<file path="config.mk">
export PLATFORM = sky130hd
export DESIGN_NAME = primary_status
export DESIGN_NICKNAME = d
export VERILOG_FILES = /design/src/design/primary_status.v
export VERILOG_INCLUDE_DIRS = /design/src /design/src/design
export SDC_FILE = /design/constraint.sdc
export NUM_CORES = 1
export LEC_CHECK = 0
export ABC_CLOCK_PERIOD_IN_PS = 1560
export BUFFER_PORTS_ARGS = -buffer_cell sky130_fd_sc_hd__buf_2
export CAP_MARGIN = 5
export CORE_MARGIN = 3
export CORE_UTILIZATION = 31
export DETAILED_ROUTE_END_ITERATION = 12
export PLACE_DENSITY = 0.76
export SKIP_LAST_GASP = 1
export SYNTH_ARGS = -nofsm -noshare
export SYNTH_HDL_FRONTEND = slang
export SYNTH_SLANG_ARGS = --single-unit
export TNS_END_PERCENT = 1
</file>
<file path="constraint.sdc">
create_clock -name CLOCK -period 1.56 [get_ports CLOCK]
set_input_delay 0.078 -clock CLOCK [delete_from_list [all_inputs] [get_ports CLOCK]]
set_output_delay 0.078 -clock CLOCK [all_outputs]
set_load 0.1 [all_outputs]
</file>
<file path="src/design/status_map.vh">
// constants for the primary status register block
// Notes on behaviour
// - freq ok when 12 < f < 15 MHz
// - 9-12 and 15-19 MHz bands unchecked
// - crc ok low while busy, high zero
// - crc ok undefined during frames; error flag
// - crc done set when standalone crc finishes
// - irq high when enabled source pending
// - timer running while counter will decrement
// - gated mode follows enable, ignores gate
// - field present follows detector, no latch
// - high alert when 64-count <= watermark
// - low alert when count <= watermark
// - register at 07h, bit layout, reset X100X01X
`ifndef STATUS_MAP_VH
`define STATUS_MAP_VH
`define PRIMARY_STATUS_ADDR 6'h07
`define FIFO_DEPTH 7'h40
`define FREQ_LO_MHZ 8'h0C
`define FREQ_HI_MHZ 8'h0F
`define BIT_FREQ 7
`define BIT_CRC_OK 6
`define BIT_CRC_DONE 5
`define BIT_IRQ 4
`define BIT_TIMER 3
`define BIT_FIELD 2
`define BIT_HIGH 1
`define BIT_LOW 0
`define STATUS_RESET 8'h42
`define STATUS_ZERO 8'h00
`endif

</file>
<file path="src/design/primary_status.v">
// primary status register: live indicator gathering and host read port
`include "status_map.vh"
module primary_status
#(
   // width of each interrupt pending and enable group
   parameter IRQ_W = 8
)
(
   // clock and reset
   input wire CLOCK,
   input wire RST_N,
   // host register port
   input wire [5:0] ADDR,
   input wire RD_EN,
   input wire WR_EN,
   input wire [7:0] WR_DATA,
   output reg [7:0] RD_DATA,
   // carrier frequency detector result (frequency judged in MHz)
   input wire [7:0] CARRIER_MHZ,
   // crc coprocessor
   input wire CRC_BUSY,
   input wire CRC_RESULT_ZERO,
   input wire CRC_FINISHED,
   input wire CRC_START,
   // interrupts
   input wire [IRQ_W-1:0] COMM_IRQ_PENDING,
   input wire [IRQ_W-1:0] COMM_IRQ_ENABLES,
   input wire [IRQ_W-1:0] MISC_IRQ_PENDING,
   input wire [IRQ_W-1:0] MISC_IRQ_ENABLES,
   // timer
   input wire TIMER_ENABLE,
   input wire TIMER_COUNTING,
   input wire TIMER_GATED_MODE,
   // field detector
   input wire FIELD_DETECT,
   // fifo level
   input wire [6:0] FIFO_BYTE_COUNT,
   input wire [5:0] FIFO_WATERMARK,
   // live status copy
   output reg [7:0] STATUS
);

   // -----------------------------
   // internal state
   // -----------------------------
   reg crc_done_r;
   reg crc_done_nxt;
   reg freq_ok_nxt;
   reg crc_ok_nxt;
   reg irq_nxt;
   reg timer_nxt;
   reg field_nxt;
   reg high_nxt;
   reg low_nxt;
   reg [7:0] status_nxt;
   reg [7:0] rd_data_nxt;
   wire [6:0] fifo_free;
   wire [6:0] mark_ext;
   wire [IRQ_W-1:0] comm_hit;
   wire [IRQ_W-1:0] misc_hit;
   wire read_hit;
   genvar i;

   // -----------------------------
   // level compare used by both fifo alerts
   // -----------------------------
   function at_or_below;
      input [6:0] level;
      input [6:0] mark;
      begin
         at_or_below = (level <= mark);
      end
   endfunction

   // -----------------------------
   // crc done flag
   // -----------------------------
   always @*
   begin
      if (CRC_FINISHED)
         crc_done_nxt = 1'b1;
      else if (CRC_START)
         crc_done_nxt = 1'b0;
      else
         crc_done_nxt = crc_done_r;
   end

   always @(posedge CLOCK)
   begin
      if (!RST_N)
         crc_done_r <= 1'b0;
      else
         crc_done_r <= crc_done_nxt;
   end

   // -----------------------------
   // carrier frequency window
   // -----------------------------
   always @*
   begin
      // in-range test is strict; outer bands left to detector
      if ((CARRIER_MHZ > `FREQ_LO_MHZ) && (CARRIER_MHZ < `FREQ_HI_MHZ))
         freq_ok_nxt = 1'b1;
      else
         freq_ok_nxt = 1'b0;
   end

   // -----------------------------
   // crc coprocessor result
   // -----------------------------
   always @*
   begin
      // crc ok only reflects the coprocessor; frame errors elsewhere
      if (CRC_BUSY)
         crc_ok_nxt = 1'b0;
      else
         crc_ok_nxt = CRC_RESULT_ZERO;
   end

   // -----------------------------
   // interrupt request
   // -----------------------------
   generate
      for (i = 0; i < IRQ_W; i = i + 1)
      begin : irq_mask
         assign comm_hit[i] = COMM_IRQ_PENDING[i] & COMM_IRQ_ENABLES[i];
         assign misc_hit[i] = MISC_IRQ_PENDING[i] & MISC_IRQ_ENABLES[i];
      end
   endgenerate

   always @*
   begin
      irq_nxt = (|comm_hit) || (|misc_hit);
   end

   // -----------------------------
   // timer running
   // -----------------------------
   always @*
   begin
      if (TIMER_GATED_MODE)
         timer_nxt = TIMER_ENABLE;
      else
         timer_nxt = TIMER_ENABLE && TIMER_COUNTING;
   end

   // -----------------------------
   // field presence
   // -----------------------------
   always @*
   begin
      field_nxt = FIELD_DETECT;
   end

   // -----------------------------
   // fifo alerts
   // -----------------------------
   assign mark_ext = {1'b0, FIFO_WATERMARK};
   assign fifo_free = `FIFO_DEPTH - FIFO_BYTE_COUNT;

   always @*
   begin
      high_nxt = at_or_below(fifo_free, mark_ext);
      low_nxt = at_or_below(FIFO_BYTE_COUNT, mark_ext);
   end

   // -----------------------------
   // indicator assembly
   // -----------------------------
   always @*
   begin
      status_nxt = `STATUS_ZERO;
      status_nxt[`BIT_FREQ] = freq_ok_nxt;
      status_nxt[`BIT_CRC_OK] = crc_ok_nxt;
      status_nxt[`BIT_CRC_DONE] = crc_done_nxt;
      status_nxt[`BIT_IRQ] = irq_nxt;
      status_nxt[`BIT_TIMER] = timer_nxt;
      status_nxt[`BIT_FIELD] = field_nxt;
      status_nxt[`BIT_HIGH] = high_nxt;
      status_nxt[`BIT_LOW] = low_nxt;
   end

   // -----------------------------
   // write port
   // -----------------------------
   // writes land nowhere; the register is read-only

   // -----------------------------
   // read decode
   // -----------------------------
   assign read_hit = RD_EN && (ADDR == `PRIMARY_STATUS_ADDR);

   always @*
   begin
      if (read_hit)
         rd_data_nxt = status_nxt;
      else
         rd_data_nxt = `STATUS_ZERO;
   end

   // -----------------------------
   // registered status
   // -----------------------------
   always @(posedge CLOCK)
   begin
      if (!RST_N)
         STATUS <= `STATUS_RESET;
      else
         STATUS <= status_nxt;
   end

   // -----------------------------
   // registered read data
   // -----------------------------
   always @(posedge CLOCK)
   begin
      if (!RST_N)
         RD_DATA <= `STATUS_ZERO;
      else
         RD_DATA <= rd_data_nxt;
   end

endmodule // primary_status

</file>
**Yosys cells after proc, flatten, opt, wreduce, memory -nomap -nowiden**

Index checks and enable logic that the tools add are counted.

- Bits in registers: 17
- Input bits: 79
- Output and inout bits: 16
- Logic and storage cells: 37

- Add/subtract/negate cells: 1
- $lt $le $gt $ge: 4
- Equal/unequal tests: 1
- Muxes and demuxes: 5
- Bitwise logic cells: 16
- Reduce and logical (&&, ||, !) cells: 7

Operator list:

| cell | count |
|---|---|
| $and A1 B1 Y1 | 16 |
| $reduce_or A8 Y1 | 2 |
| $le A7 B6 Y1 | 2 |
| $gt A8 B4 Y1 const B | 1 |
| $lt A8 B4 Y1 const B | 1 |
| $sub A7 B7 Y7 const A | 1 |
| $eq A6 B3 Y1 const B | 1 |
| $mux W1 | 5 |
| $logic_and A1 B1 Y1 | 3 |
| $reduce_and A2 Y1 | 1 |
| $logic_or A1 B1 Y1 | 1 |

**Longest topological paths before layout**

Gate-level depths: netlist of the first run.

- Depth in word-level cells: 3
- Mapped depth: 9
- Gate-level depth less buffers: 9

**Worst setup path before layout of the first run**

Ideal clock, no wire load.

- Kind: input -> register
- Start: input port FIFO_BYTE_COUNT[0]
- End: register RD_DATA[1]
- Library setup time: 0.079 ns
- Arrival: 1.607 ns
- Required time: 1.481 ns
- Path slack: -0.126 ns
- Stages on the path: 9
- Cell sequence: inv_1 -> ha_1 -> or3b_4 -> xor2_1 -> ha_1 -> a21o_1 -> a21oi_1 -> a21oi_1 -> nor3_1

- Word-level cells in the longest chain between the ends: 2

RTL lines:

| what | RTL line | text |
|---|---|---|
| from (decl) | primary_status.v:37 | `input wire [6:0] FIFO_BYTE_COUNT,` |
| $sub A7 B7 Y7 (no line) | n/a |  |
| $le A7 B6 Y1 | primary_status.v:71 | `at_or_below = (level <= mark);` |
| to (signal assigned) | primary_status.v:218 | `` RD_DATA <= `STATUS_ZERO; `` |
| to (signal assigned) | primary_status.v:220 | `RD_DATA <= rd_data_nxt;` |
| to (decl) | primary_status.v:17 | `output reg [7:0] RD_DATA,` |

Every way passes these cells.
A chain may end at the register's enable or synchronous reset.

**Worst setup path in the final report of the first run**

- Start: input port FIFO_BYTE_COUNT[1]
- End: register STATUS[1]

- Word-level cells in the longest chain between the ends: 2

RTL lines:

| what | RTL line | text |
|---|---|---|
| $sub A7 B7 Y7 (no line) | n/a |  |
| $le A7 B6 Y1 | primary_status.v:71 |  |
| to (signal assigned) | primary_status.v:207 | `` STATUS <= `STATUS_RESET; `` |
| to (signal assigned) | primary_status.v:209 | `STATUS <= status_nxt;` |
| to (decl) | primary_status.v:40 | `output reg [7:0] STATUS` |

Every way passes these cells.

==> results.sh, run 1 <==
export IMPL_cts_tree="built"
export IMPL_fmax_ghz=0.630
export IMPL_cp_start_kind="primary input"
export IMPL_place_gp_congestion=0.740
export IMPL_post_place_ws_ns=-0.334
export IMPL_cp_data_required_time_ns=1.73
export IMPL_reg2reg_depth=2
export IMPL_finClkSkew_ns=0.000358
export IMPL_synthCells=99
export IMPL_clkSinkCount=16
export IMPL_cts_root_buf="clkbuf_4"
export IMPL_crit_path_end_kind="flip-flop"
export IMPL_detail_route_iter0_violations=21
export IMPL_final_min_clock_period_ns=1.59
export IMPL_grt_setup_unrepaired="yes"
export IMPL_die_h_um=59.9
export IMPL_synth_area_per_cell_um2=9.09
export IMPL_yosysTopAreaCell="dfxtp_1"
export IMPL_antenna_left=0
export IMPL_overflow=0
export IMPL_vias=1088
export IMPL_finalPower_mw=0.987
export IMPL_outcome="finished, violations left"
export IMPL_cts_path_max_buffers=2
export IMPL_hpwl_um=2610
export IMPL_synth_top_cells_by_area="dfxtp_1, ha_1, nor2_1, inv_1, a221oi_1"
export IMPL_std_cell_rows=18
export IMPL_dpl_cell_count=221
export IMPL_drtPass1Iterations=4
export IMPL_syn_num_nets=190
export IMPL_ys_seq_elements=16
export IMPL_slowest_stage="or3b_4"
export IMPL_grt_use_total_pct=16.2
export IMPL_clock_latency_ns=0.28
export IMPL_arrival_ns=1.76
export IMPL_pwr_share_comb_pct=36.6
export IMPL_grt_pass1_vias=1140
export IMPL_syn2layout_area_growth_pct=66.8
export IMPL_final_cells=225
export IMPL_synthDistinctLibCells=28
export IMPL_p_sw_mw=0.323
export IMPL_syn_area_um2=900
export IMPL_worstPathMaxFanout=3
export IMPL_cpPeakStageDelay_ns=0.38
export IMPL_cts_max_level=1
export IMPL_initial_core_util_pct=34.4
export IMPL_io_buffers=85
export IMPL_antenna_found_initial=0
export IMPL_critPathKind="in -> reg"
export IMPL_yosysSeqAreaShare_pct=35.6
export IMPL_drv_slew=0
export IMPL_die_area_um2=3580
export IMPL_relSlewSlack_pct=67.3
export IMPL_yosysWarningCount=0
export IMPL_drive_gt1_share_pct=53.8
export IMPL_num_antenna_cells=0
export IMPL_io_pins=95
export IMPL_finish_utilization_pct=57.4
export IMPL_die_w_um=59.9
export IMPL_hold_path_depth=3
export IMPL_switching_share_pct=32.7
export IMPL_grt_max_degree=9
export IMPL_whs_ns=0.0135
export IMPL_placed_area_um2=1460
export IMPL_numCtsBuffers=3
export IMPL_p_int_mw=0.664
export IMPL_viasPerCell=4.84
export IMPL_synth_top_area_share_pct=35.6
export IMPL_pwr_share_seq_pct=42.9
export IMPL_worst_pin_slew_ns=0.493
export IMPL_detail_route_wl_per_cell_um=12.8
export IMPL_ir_worst_vdd_v=0.000673
export IMPL_remaining_drc_errors=0
export IMPL_leakagePower_nw=0.825
export IMPL_crit_chain="buf_4 -> inv_12 -> ha_4 -> or3b_4 -> xor2_1 -> ha_1 -> nand3_1 -> a21o_1 -> a21oi_2 -> o21ai_1"
export IMPL_fin_setup_tns_ns=-0.0272
export IMPL_grt_pass1_wl_um=4340
export IMPL_coreArea_um2=2610
export IMPL_layout_setup_ws_ns=-0.0272
export IMPL_wirelength_um=2890
export IMPL_hold_viol=0
export IMPL_violations="setup timing"
export IMPL_p_per_area_nw_per_um2=658
export IMPL_clk_pin_slew_ns=0.08
export IMPL_cap_viol_max_count=0
export IMPL_min_period_over_period_pct=102
export IMPL_nets=288
export IMPL_postLayoutCellArea_um2=1500
export IMPL_hold_class="in -> reg"
export IMPL_clkPwrFrac_pct=20.4
export IMPL_setup_violations=1
cells in the mapped netlist:
cell	number
nor2_1	15
nand4b_1	1
inv_1	10
nand3_1	3
nand2_1	1
or3b_4	1
nand2b_1	1
nor3b_1	1
nand3b_1	2
and4b_1	1
nor4_1	1
nand4_1	2
xnor2_1	3
ha_1	12
a22o_1	4
buf_4	1
o21ai_1	1
a21o_1	3
nor3_2	1
o21ai_0	1
dfxtp_1	16
o22a_1	1
xor2_1	3
a21oi_1	6
a211o_1	1
nor3_1	2
and4_1	1
a221oi_1	4
worst max-delay path: cells and delay by family:
| kind | cells | cell delay, ns |
|---|---|---|
| fa+ha+maj | 2 | 0.42 |
| simple gates | 2 | 0.47 |
| buf+inv | 2 | 0.20 |
| xor+xnor | 1 | 0.17 |
| compound gates | 3 | 0.42 |
placed cells by master (no fill, tap or decap), drive strengths merged, types with 2 or more instances in the layout:
cell and instances:
clkbuf 3, ha 12, nand4 2, inv 10
a21oi 6, nor3 3, a21o 3, buf 93
nor2 15, a221oi 4, o21ai 2, nand3 3
a22o 4, xor2 3, xnor2 3, dfxtp 16
nand3b 2
final cells by class:
class,count,area (um^2)
clock buffers,3,22.5
fillers,246,1110
inverters,10,57.6
multi-input cells,72,564
flip-flops and latches,16,320
well taps,30,37.5
repair buffers,94,498
sequential cells by signal, indices dropped and copies added (netlist names):
signal	cells
RD_DATA	8
STATUS	8
kinds of logic after synthesis:
logic type / share of synthesized area [%]
buf+inv: 5.01
compound gates: 16.7
simple gates: 20.2
flops: 35.6
fa+ha+maj: 16.7
xor+xnor: 5.84
power by group through the flow:
stage / clock [mW] / sequential [mW] / combinational (mW)
finish: 0.202 / 0.424 / 0.361
global route: 0.231 / 0.425 / 0.395
CTS: 0.211 / 0.424 / 0.362
detailed placement: 0 / 0.433 / 0.358
global placement: 0 / 0.433 / 0.343
floorplan: 0 / 0.511 / 0.131
what timing repair did:
| item | CTS | global route |
|---|---|---|
| gates cloned | 0 | 0 |
| hold buffers | 1 | 0 |
| pin swaps | 1 | 1 |
| setup endpoints to repair | 2 | 2 |
| setup buffers | 0 | 0 |
| endpoints found under the hold margin | 1 | 0 |
| resized for setup | 1 | 2 |
routing by layer:
| metal | part of all wire, % | global-route usage [%] | vias up |
|---|---|---|---|
| li1 | - | - | 549 |
| met1 | 32 | 15.2 | 470 |
| met2 | 57 | 34.6 | 65 |
| met3 | 9.6 | 2.38 | 4 |
| met4 | 1.2 | 4.43 | 0 |
| met5 | 0 | 0 | - |
path summary, 6_finish.rpt:
| kind | from | slack, ns | to |
|---|---|---|---|
| worst max-delay path | FIFO_BYTE_COUNT[1] | -0.03 | STATUS[1] |
| worst min-delay path | FIELD_DETECT | 0.01 | STATUS[2] |
| worst max register to register | STATUS[5] | 0.93 | RD_DATA[5] |
| worst min register to register | STATUS[5] | 0.51 | STATUS[5] |
Note: power is estimated with default switching activity, not from simulation.
==> inputs of run 2 (changes only) <==
ABC_AREA = 0   (was not set)
SETUP_SLACK_MARGIN = 0.15   (was not set)
==> run 2 against run 1 <==
  * The flow still finishes with violations (setup timing)
  * Register-to-register slack about the same
  * Clock skew stayed put
  * Global-route usage unchanged
  * Routed wire length is 1.1% higher
  * Flip-flop and latch count stayed put
  * Critical path type unchanged
  * Largest power group unchanged
==> results.sh, run 2 (synthesized netlist as in run 1, its figures left out) <==
export IMPL_worstSetupStartpoint="FIFO_BYTE_COUNT[1]"
export IMPL_vias=1089
export IMPL_cts_path_max_buffers=2
export IMPL_grt_use_total_pct=16.2
export IMPL_io_buffers=85
export IMPL_relSlewSlack_pct=67.3
export IMPL_initial_core_util_pct=34.4
export IMPL_pwr_share_seq_pct=42.7
export IMPL_coreArea_um2=2610
export IMPL_die_h_um=59.9
export IMPL_std_cell_rows=18
export IMPL_p_sw_mw=0.326
export IMPL_p_int_mw=0.665
export IMPL_numCtsBuffers=3
export IMPL_cp_data_required_time_ns=1.73
export IMPL_switching_share_pct=32.9
export IMPL_ff2ff_setup_slack_ns=0.93
export IMPL_detail_route_iter0_violations=12
export IMPL_antenna_left=0
export IMPL_final_cells=225
export IMPL_min_period_over_period_pct=102
export IMPL_cp_endpoint="STATUS[1]"
export IMPL_finClkSkew_ns=0.000358
export IMPL_drive_gt1_share_pct=54.4
export IMPL_postLayoutCellArea_um2=1510
export IMPL_cts_root_buf="clkbuf_4"
export IMPL_worst_r2r_endpoint="RD_DATA[5]"
export IMPL_violations="setup timing"
export IMPL_setup_violations=2
export IMPL_hpwl_um=2610
export IMPL_place_gp_congestion=0.740
export IMPL_die_area_um2=3580
export IMPL_cts_tree="built"
export IMPL_antenna_found_initial=0
export IMPL_reg2reg_from="STATUS[5]"
export IMPL_remaining_drc_errors=0
export IMPL_clock_latency_ns=0.28
export IMPL_grt_setup_unrepaired="yes"
export IMPL_clkSinkCount=16
export IMPL_layout_commonest_cell="buf_2"
export IMPL_cts_setup_buffers=0
export IMPL_arrival_ns=1.77
export IMPL_fmax_ghz=0.626
export IMPL_detail_route_wl_per_cell_um=13.0
export IMPL_leakagePower_nw=0.826
export IMPL_critPathKind="in -> reg"
export IMPL_cp_start_kind="primary input"
export IMPL_grt_pass1_vias=1137
export IMPL_placed_area_um2=1460
export IMPL_crit_path_end_kind="flip-flop"
export IMPL_pwr_share_comb_pct=36.9
export IMPL_grt_max_degree=9
export IMPL_clkPwrFrac_pct=20.3
export IMPL_p_per_area_nw_per_um2=658
export IMPL_hold_path_depth=3
export IMPL_num_antenna_cells=0
export IMPL_clk_pin_slew_ns=0.08
export IMPL_worstPathMaxFanout=3
export IMPL_viasPerCell=4.84
export IMPL_reg_top3="RD_DATA (8), STATUS (8)"
export IMPL_reg2reg_depth=2
export IMPL_mostFrequentLayoutCells="buf_2, dfxtp_1, nor2_1"
export IMPL_layout_setup_ws_ns=-0.0368
export IMPL_drtPass1Iterations=4
export IMPL_dpl_cell_count=221
export IMPL_cap_viol_max_count=0
export IMPL_final_min_clock_period_ns=1.60
export IMPL_grt_pass1_wl_um=4340
export IMPL_wirelength_um=2920
export IMPL_nets=288
export IMPL_overflow=0
export IMPL_io_pins=95
export IMPL_outcome="finished, violations left"
export IMPL_ir_worst_vdd_v=0.000673
export IMPL_worst_pin_slew_ns=0.493
export IMPL_hold_class="in -> reg"
export IMPL_syn2layout_area_growth_pct=67.3
export IMPL_drv_slew=0
export IMPL_die_w_um=59.9
export IMPL_cts_max_level=1
export IMPL_hold_viol=0
## run 2: final cells by class
type                    count  area [um^2]
fillers                   247         1110
multi-input cells          72          569
repair buffers             94          498
flip-flops and latches     16          320
inverters                  10         57.6
well taps                  30         37.5
clock buffers               3         22.5
## run 2: repair_timing
item                       in CTS  in global routing
pin swaps                       3                  1
hold buffers                    1                  0
setup endpoints to repair       2                  2
gates resized for setup         1                  3
hold endpoints to repair        1                  0
## run 2: worst max-delay path: stages
cell,delay [ns]
buf_4,0.15
inv_12,0.05
ha_4,0.12
or3b_4,0.38
xor2_1,0.17
ha_1,0.31
nand3_2,0.08
a21o_1,0.17
a21oi_2,0.18
o21ai_1,0.07
## run 2: worst min-delay path by stage
stage                 startpoint        end
global route        FIELD_DETECT  STATUS[2]
global placement           RST_N  STATUS[6]
finish              FIELD_DETECT  STATUS[2]
floorplan                  RST_N  STATUS[6]
detailed placement         RST_N  STATUS[6]
CTS                 FIELD_DETECT  STATUS[2]
## run 2: power by group through the flow
stage	Combinational (mW)	Clock, mW	Sequential, mW
finish	0.366	0.202	0.424
global route	0.398	0.231	0.425
CTS	0.362	0.211	0.424
detailed placement	0.358	0	0.433
global placement	0.343	0	0.433
floorplan	0.131	0	0.511
## run 2: layer usage
| layer | wire (um) | GRT usage, % | vias up |
|---|---|---|---|
| li1 | - | - | 549 |
| met4 | 36 | 4.43 | 0 |
| met1 | 941 | 15.2 | 471 |
| met2 | 1660 | 34.6 | 65 |
| met5 | 0 | 0 | - |
| met3 | 277 | 2.38 | 4 |
## run 2: metrics by stage
stage	hold slack [ns]	power [mW]	util, %	setup TNS (ns)	setup slack (ns)
2_1_floorplan	0.140	0.642	-	-0.0876	-0.0444
3_3_place_gp	0.281	0.776	55.7	-0.517	-0.259
3_5_place_dp	0.297	0.791	55.7	-0.665	-0.334
4_1_cts	0.00653	0.997	57.0	0	0.0190
5_1_grt	0.0215	1.05	57.6	-0.147	-0.0889
6_report	0.0135	0.991	57.6	-0.0450	-0.0368
==> inputs of run 3 (changes only) <==
SKIP_LAST_GASP = not set   (was 1)
==> run 3 against run 2 <==
  * The run still ends with setup timing left
  * Non-clock buffer count unchanged
  * Cell area up 0.25%
  * Critical endpoint unchanged
  * Routed wire length down 0.72%
  * Register-to-register slack about the same
  * Combinational power about the same
  * Largest cell class unchanged
  * Clock power about the same
  * Die area unchanged
==> results.sh, run 3 (synthesized netlist as in run 1, its figures left out) <==
export IMPL_slowest_stage="or3b_4"
export IMPL_cp_start_kind="primary input"
export IMPL_cts_root_buf="clkbuf_4"
export IMPL_relSlewSlack_pct=67.3
export IMPL_grt_setup_unrepaired="yes"
export IMPL_syn2layout_area_growth_pct=67.7
export IMPL_clk_pin_slew_ns=0.08
export IMPL_ff2ff_setup_slack_ns=0.93
export IMPL_reg_top3="RD_DATA (8), STATUS (8)"
export IMPL_worstSetupStartpoint="FIFO_BYTE_COUNT[0]"
export IMPL_clock_latency_ns=0.28
export IMPL_ir_worst_vdd_v=0.000673
export IMPL_layout_setup_ws_ns=-0.0225
export IMPL_die_w_um=59.9
export IMPL_clkSinkCount=16
export IMPL_violations="setup timing"
export IMPL_setup_violations=1
export IMPL_outcome="finished, violations left"
export IMPL_hold_class="in -> reg"
export IMPL_drv_slew=0
export IMPL_leakagePower_nw=0.827
export IMPL_finish_utilization_pct=57.8
export IMPL_crit_path_end_kind="flip-flop"
export IMPL_mostFrequentLayoutCells="buf_2, dfxtp_1, nor2_1"
export IMPL_initial_core_util_pct=34.4
export IMPL_cts_tree="built"
export IMPL_hold_viol=0
export IMPL_p_per_area_nw_per_um2=657
export IMPL_grt_max_degree=9
export IMPL_cts_setup_buffers=0
export IMPL_grt_pass1_wl_um=4340
export IMPL_drive_gt1_share_pct=54.4
export IMPL_overflow=0
export IMPL_grt_pass1_vias=1137
export IMPL_place_gp_congestion=0.740
export IMPL_wirelength_um=2900
export IMPL_coreArea_um2=2610
export IMPL_cts_path_max_buffers=2
export IMPL_cp_data_required_time_ns=1.73
export IMPL_arrival_ns=1.75
export IMPL_vias=1082
export IMPL_detail_route_iter0_violations=15
export IMPL_fmax_ghz=0.632
export IMPL_hpwl_um=2610
export IMPL_worstPathMaxFanout=2
export IMPL_cp_depth=10
export IMPL_viasPerCell=4.81
export IMPL_finClkSkew_ns=0.000357
export IMPL_nFillCells=246
export IMPL_cp_endpoint="STATUS[1]"
export IMPL_remaining_drc_errors=0
export IMPL_die_area_um2=3580
export IMPL_antenna_found_initial=0
export IMPL_dpl_cell_count=221
export IMPL_final_min_clock_period_ns=1.58
export IMPL_cp_num_buf_inv=2
export IMPL_detail_route_wl_per_cell_um=12.9
export IMPL_num_antenna_cells=0
export IMPL_io_buffers=85
export IMPL_cap_viol_max_count=0
export IMPL_antenna_left=0
export IMPL_path_delay_family="simple AND/OR/NAND/NOR gates"
export IMPL_critPathKind="in -> reg"
export IMPL_numCtsBuffers=3
export IMPL_std_cell_rows=18
export IMPL_post_place_ws_ns=-0.334
export IMPL_io_pins=95
export IMPL_worst_r2r_endpoint="RD_DATA[5]"
export IMPL_cts_max_level=1
export IMPL_crit_chain="buf_2 -> inv_8 -> ha_4 -> or3b_4 -> xor2_1 -> ha_1 -> nand3_2 -> a21o_1 -> a21oi_2 -> o21ai_1"
export IMPL_final_cells=225
export IMPL_worst_pin_slew_ns=0.493
export IMPL_finalPower_mw=0.991
export IMPL_reg2reg_depth=2
export IMPL_grt_use_total_pct=16.2
export IMPL_fin_setup_tns_ns=-0.0225
export IMPL_nets=288
export IMPL_drtPass1Iterations=4
export IMPL_cpPeakStageDelay_ns=0.38
export IMPL_min_period_over_period_pct=101
export IMPL_layout_commonest_cell="buf_2"
export IMPL_reg2reg_from="STATUS[5]"
export IMPL_die_h_um=59.9
-- run 3: cell types whose count changed in the layout (fill, tap and decap cells not counted) --
cell   change
buf_6      +1
buf_4      -1
-- run 3: through the flow --
step | hold slack, ns | area (um^2)
2_1_floorplan | 0.140 | 940
3_3_place_gp | 0.281 | 1460
3_5_place_dp | 0.297 | 1460
4_1_cts | 0.00653 | 1490
5_1_grt | 0.0215 | 1510
6_report | 0.0137 | 1510
-- run 3: metal layers --
metal | global-route usage [%] | share of wire, % | vias to the layer above
met5 | 0 | 0 | -
met4 | 4.43 | 1.2 | 0
met3 | 2.38 | 9.0 | 4
met2 | 34.6 | 57 | 61
met1 | 15.2 | 32 | 468
li1 | - | - | 549
-- run 3: timing repair --
item	CTS	global route
endpoints found under the setup margin	2	2
resized for setup	1	4
endpoints found under the hold margin	1	0
hold buffers	1	0
pin swaps	3	1
-- run 3: power breakdown --
part	internal [mW]	switching [mW]
Sequential	0.420	0.00332
Clock	0.0895	0.112
Combinational	0.156	0.210
Total	0.666	0.325
-- run 3: tightest hold or removal path, stage by stage --
cell,delay [ns]
buf_2,0.07
inv_1,0.04
nor2_1,0.07
-- run 3: final cells by class --
cell class / instances / area [um^2] / area share [%]
well taps: 30 / 37.5 / 2.49
flip-flops and latches: 16 / 320 / 21.2
repair buffers: 94 / 502 / 33.3
multi-input cells: 72 / 569 / 37.7
clock buffers: 3 / 22.5 / 1.49
inverters: 10 / 57.6 / 3.81
-- run 3: worst min-delay path by stage --
stage / cells after the start / to / startpoint / slack (ns)
floorplan: 1 / STATUS[6] / RST_N / 0.14
global placement: 2 / STATUS[6] / RST_N / 0.28
detailed placement: 2 / STATUS[6] / RST_N / 0.30
CTS: 3 / STATUS[2] / FIELD_DETECT / 0.007
global route: 3 / STATUS[2] / FIELD_DETECT / 0.02
finish: 3 / STATUS[2] / FIELD_DETECT / 0.01
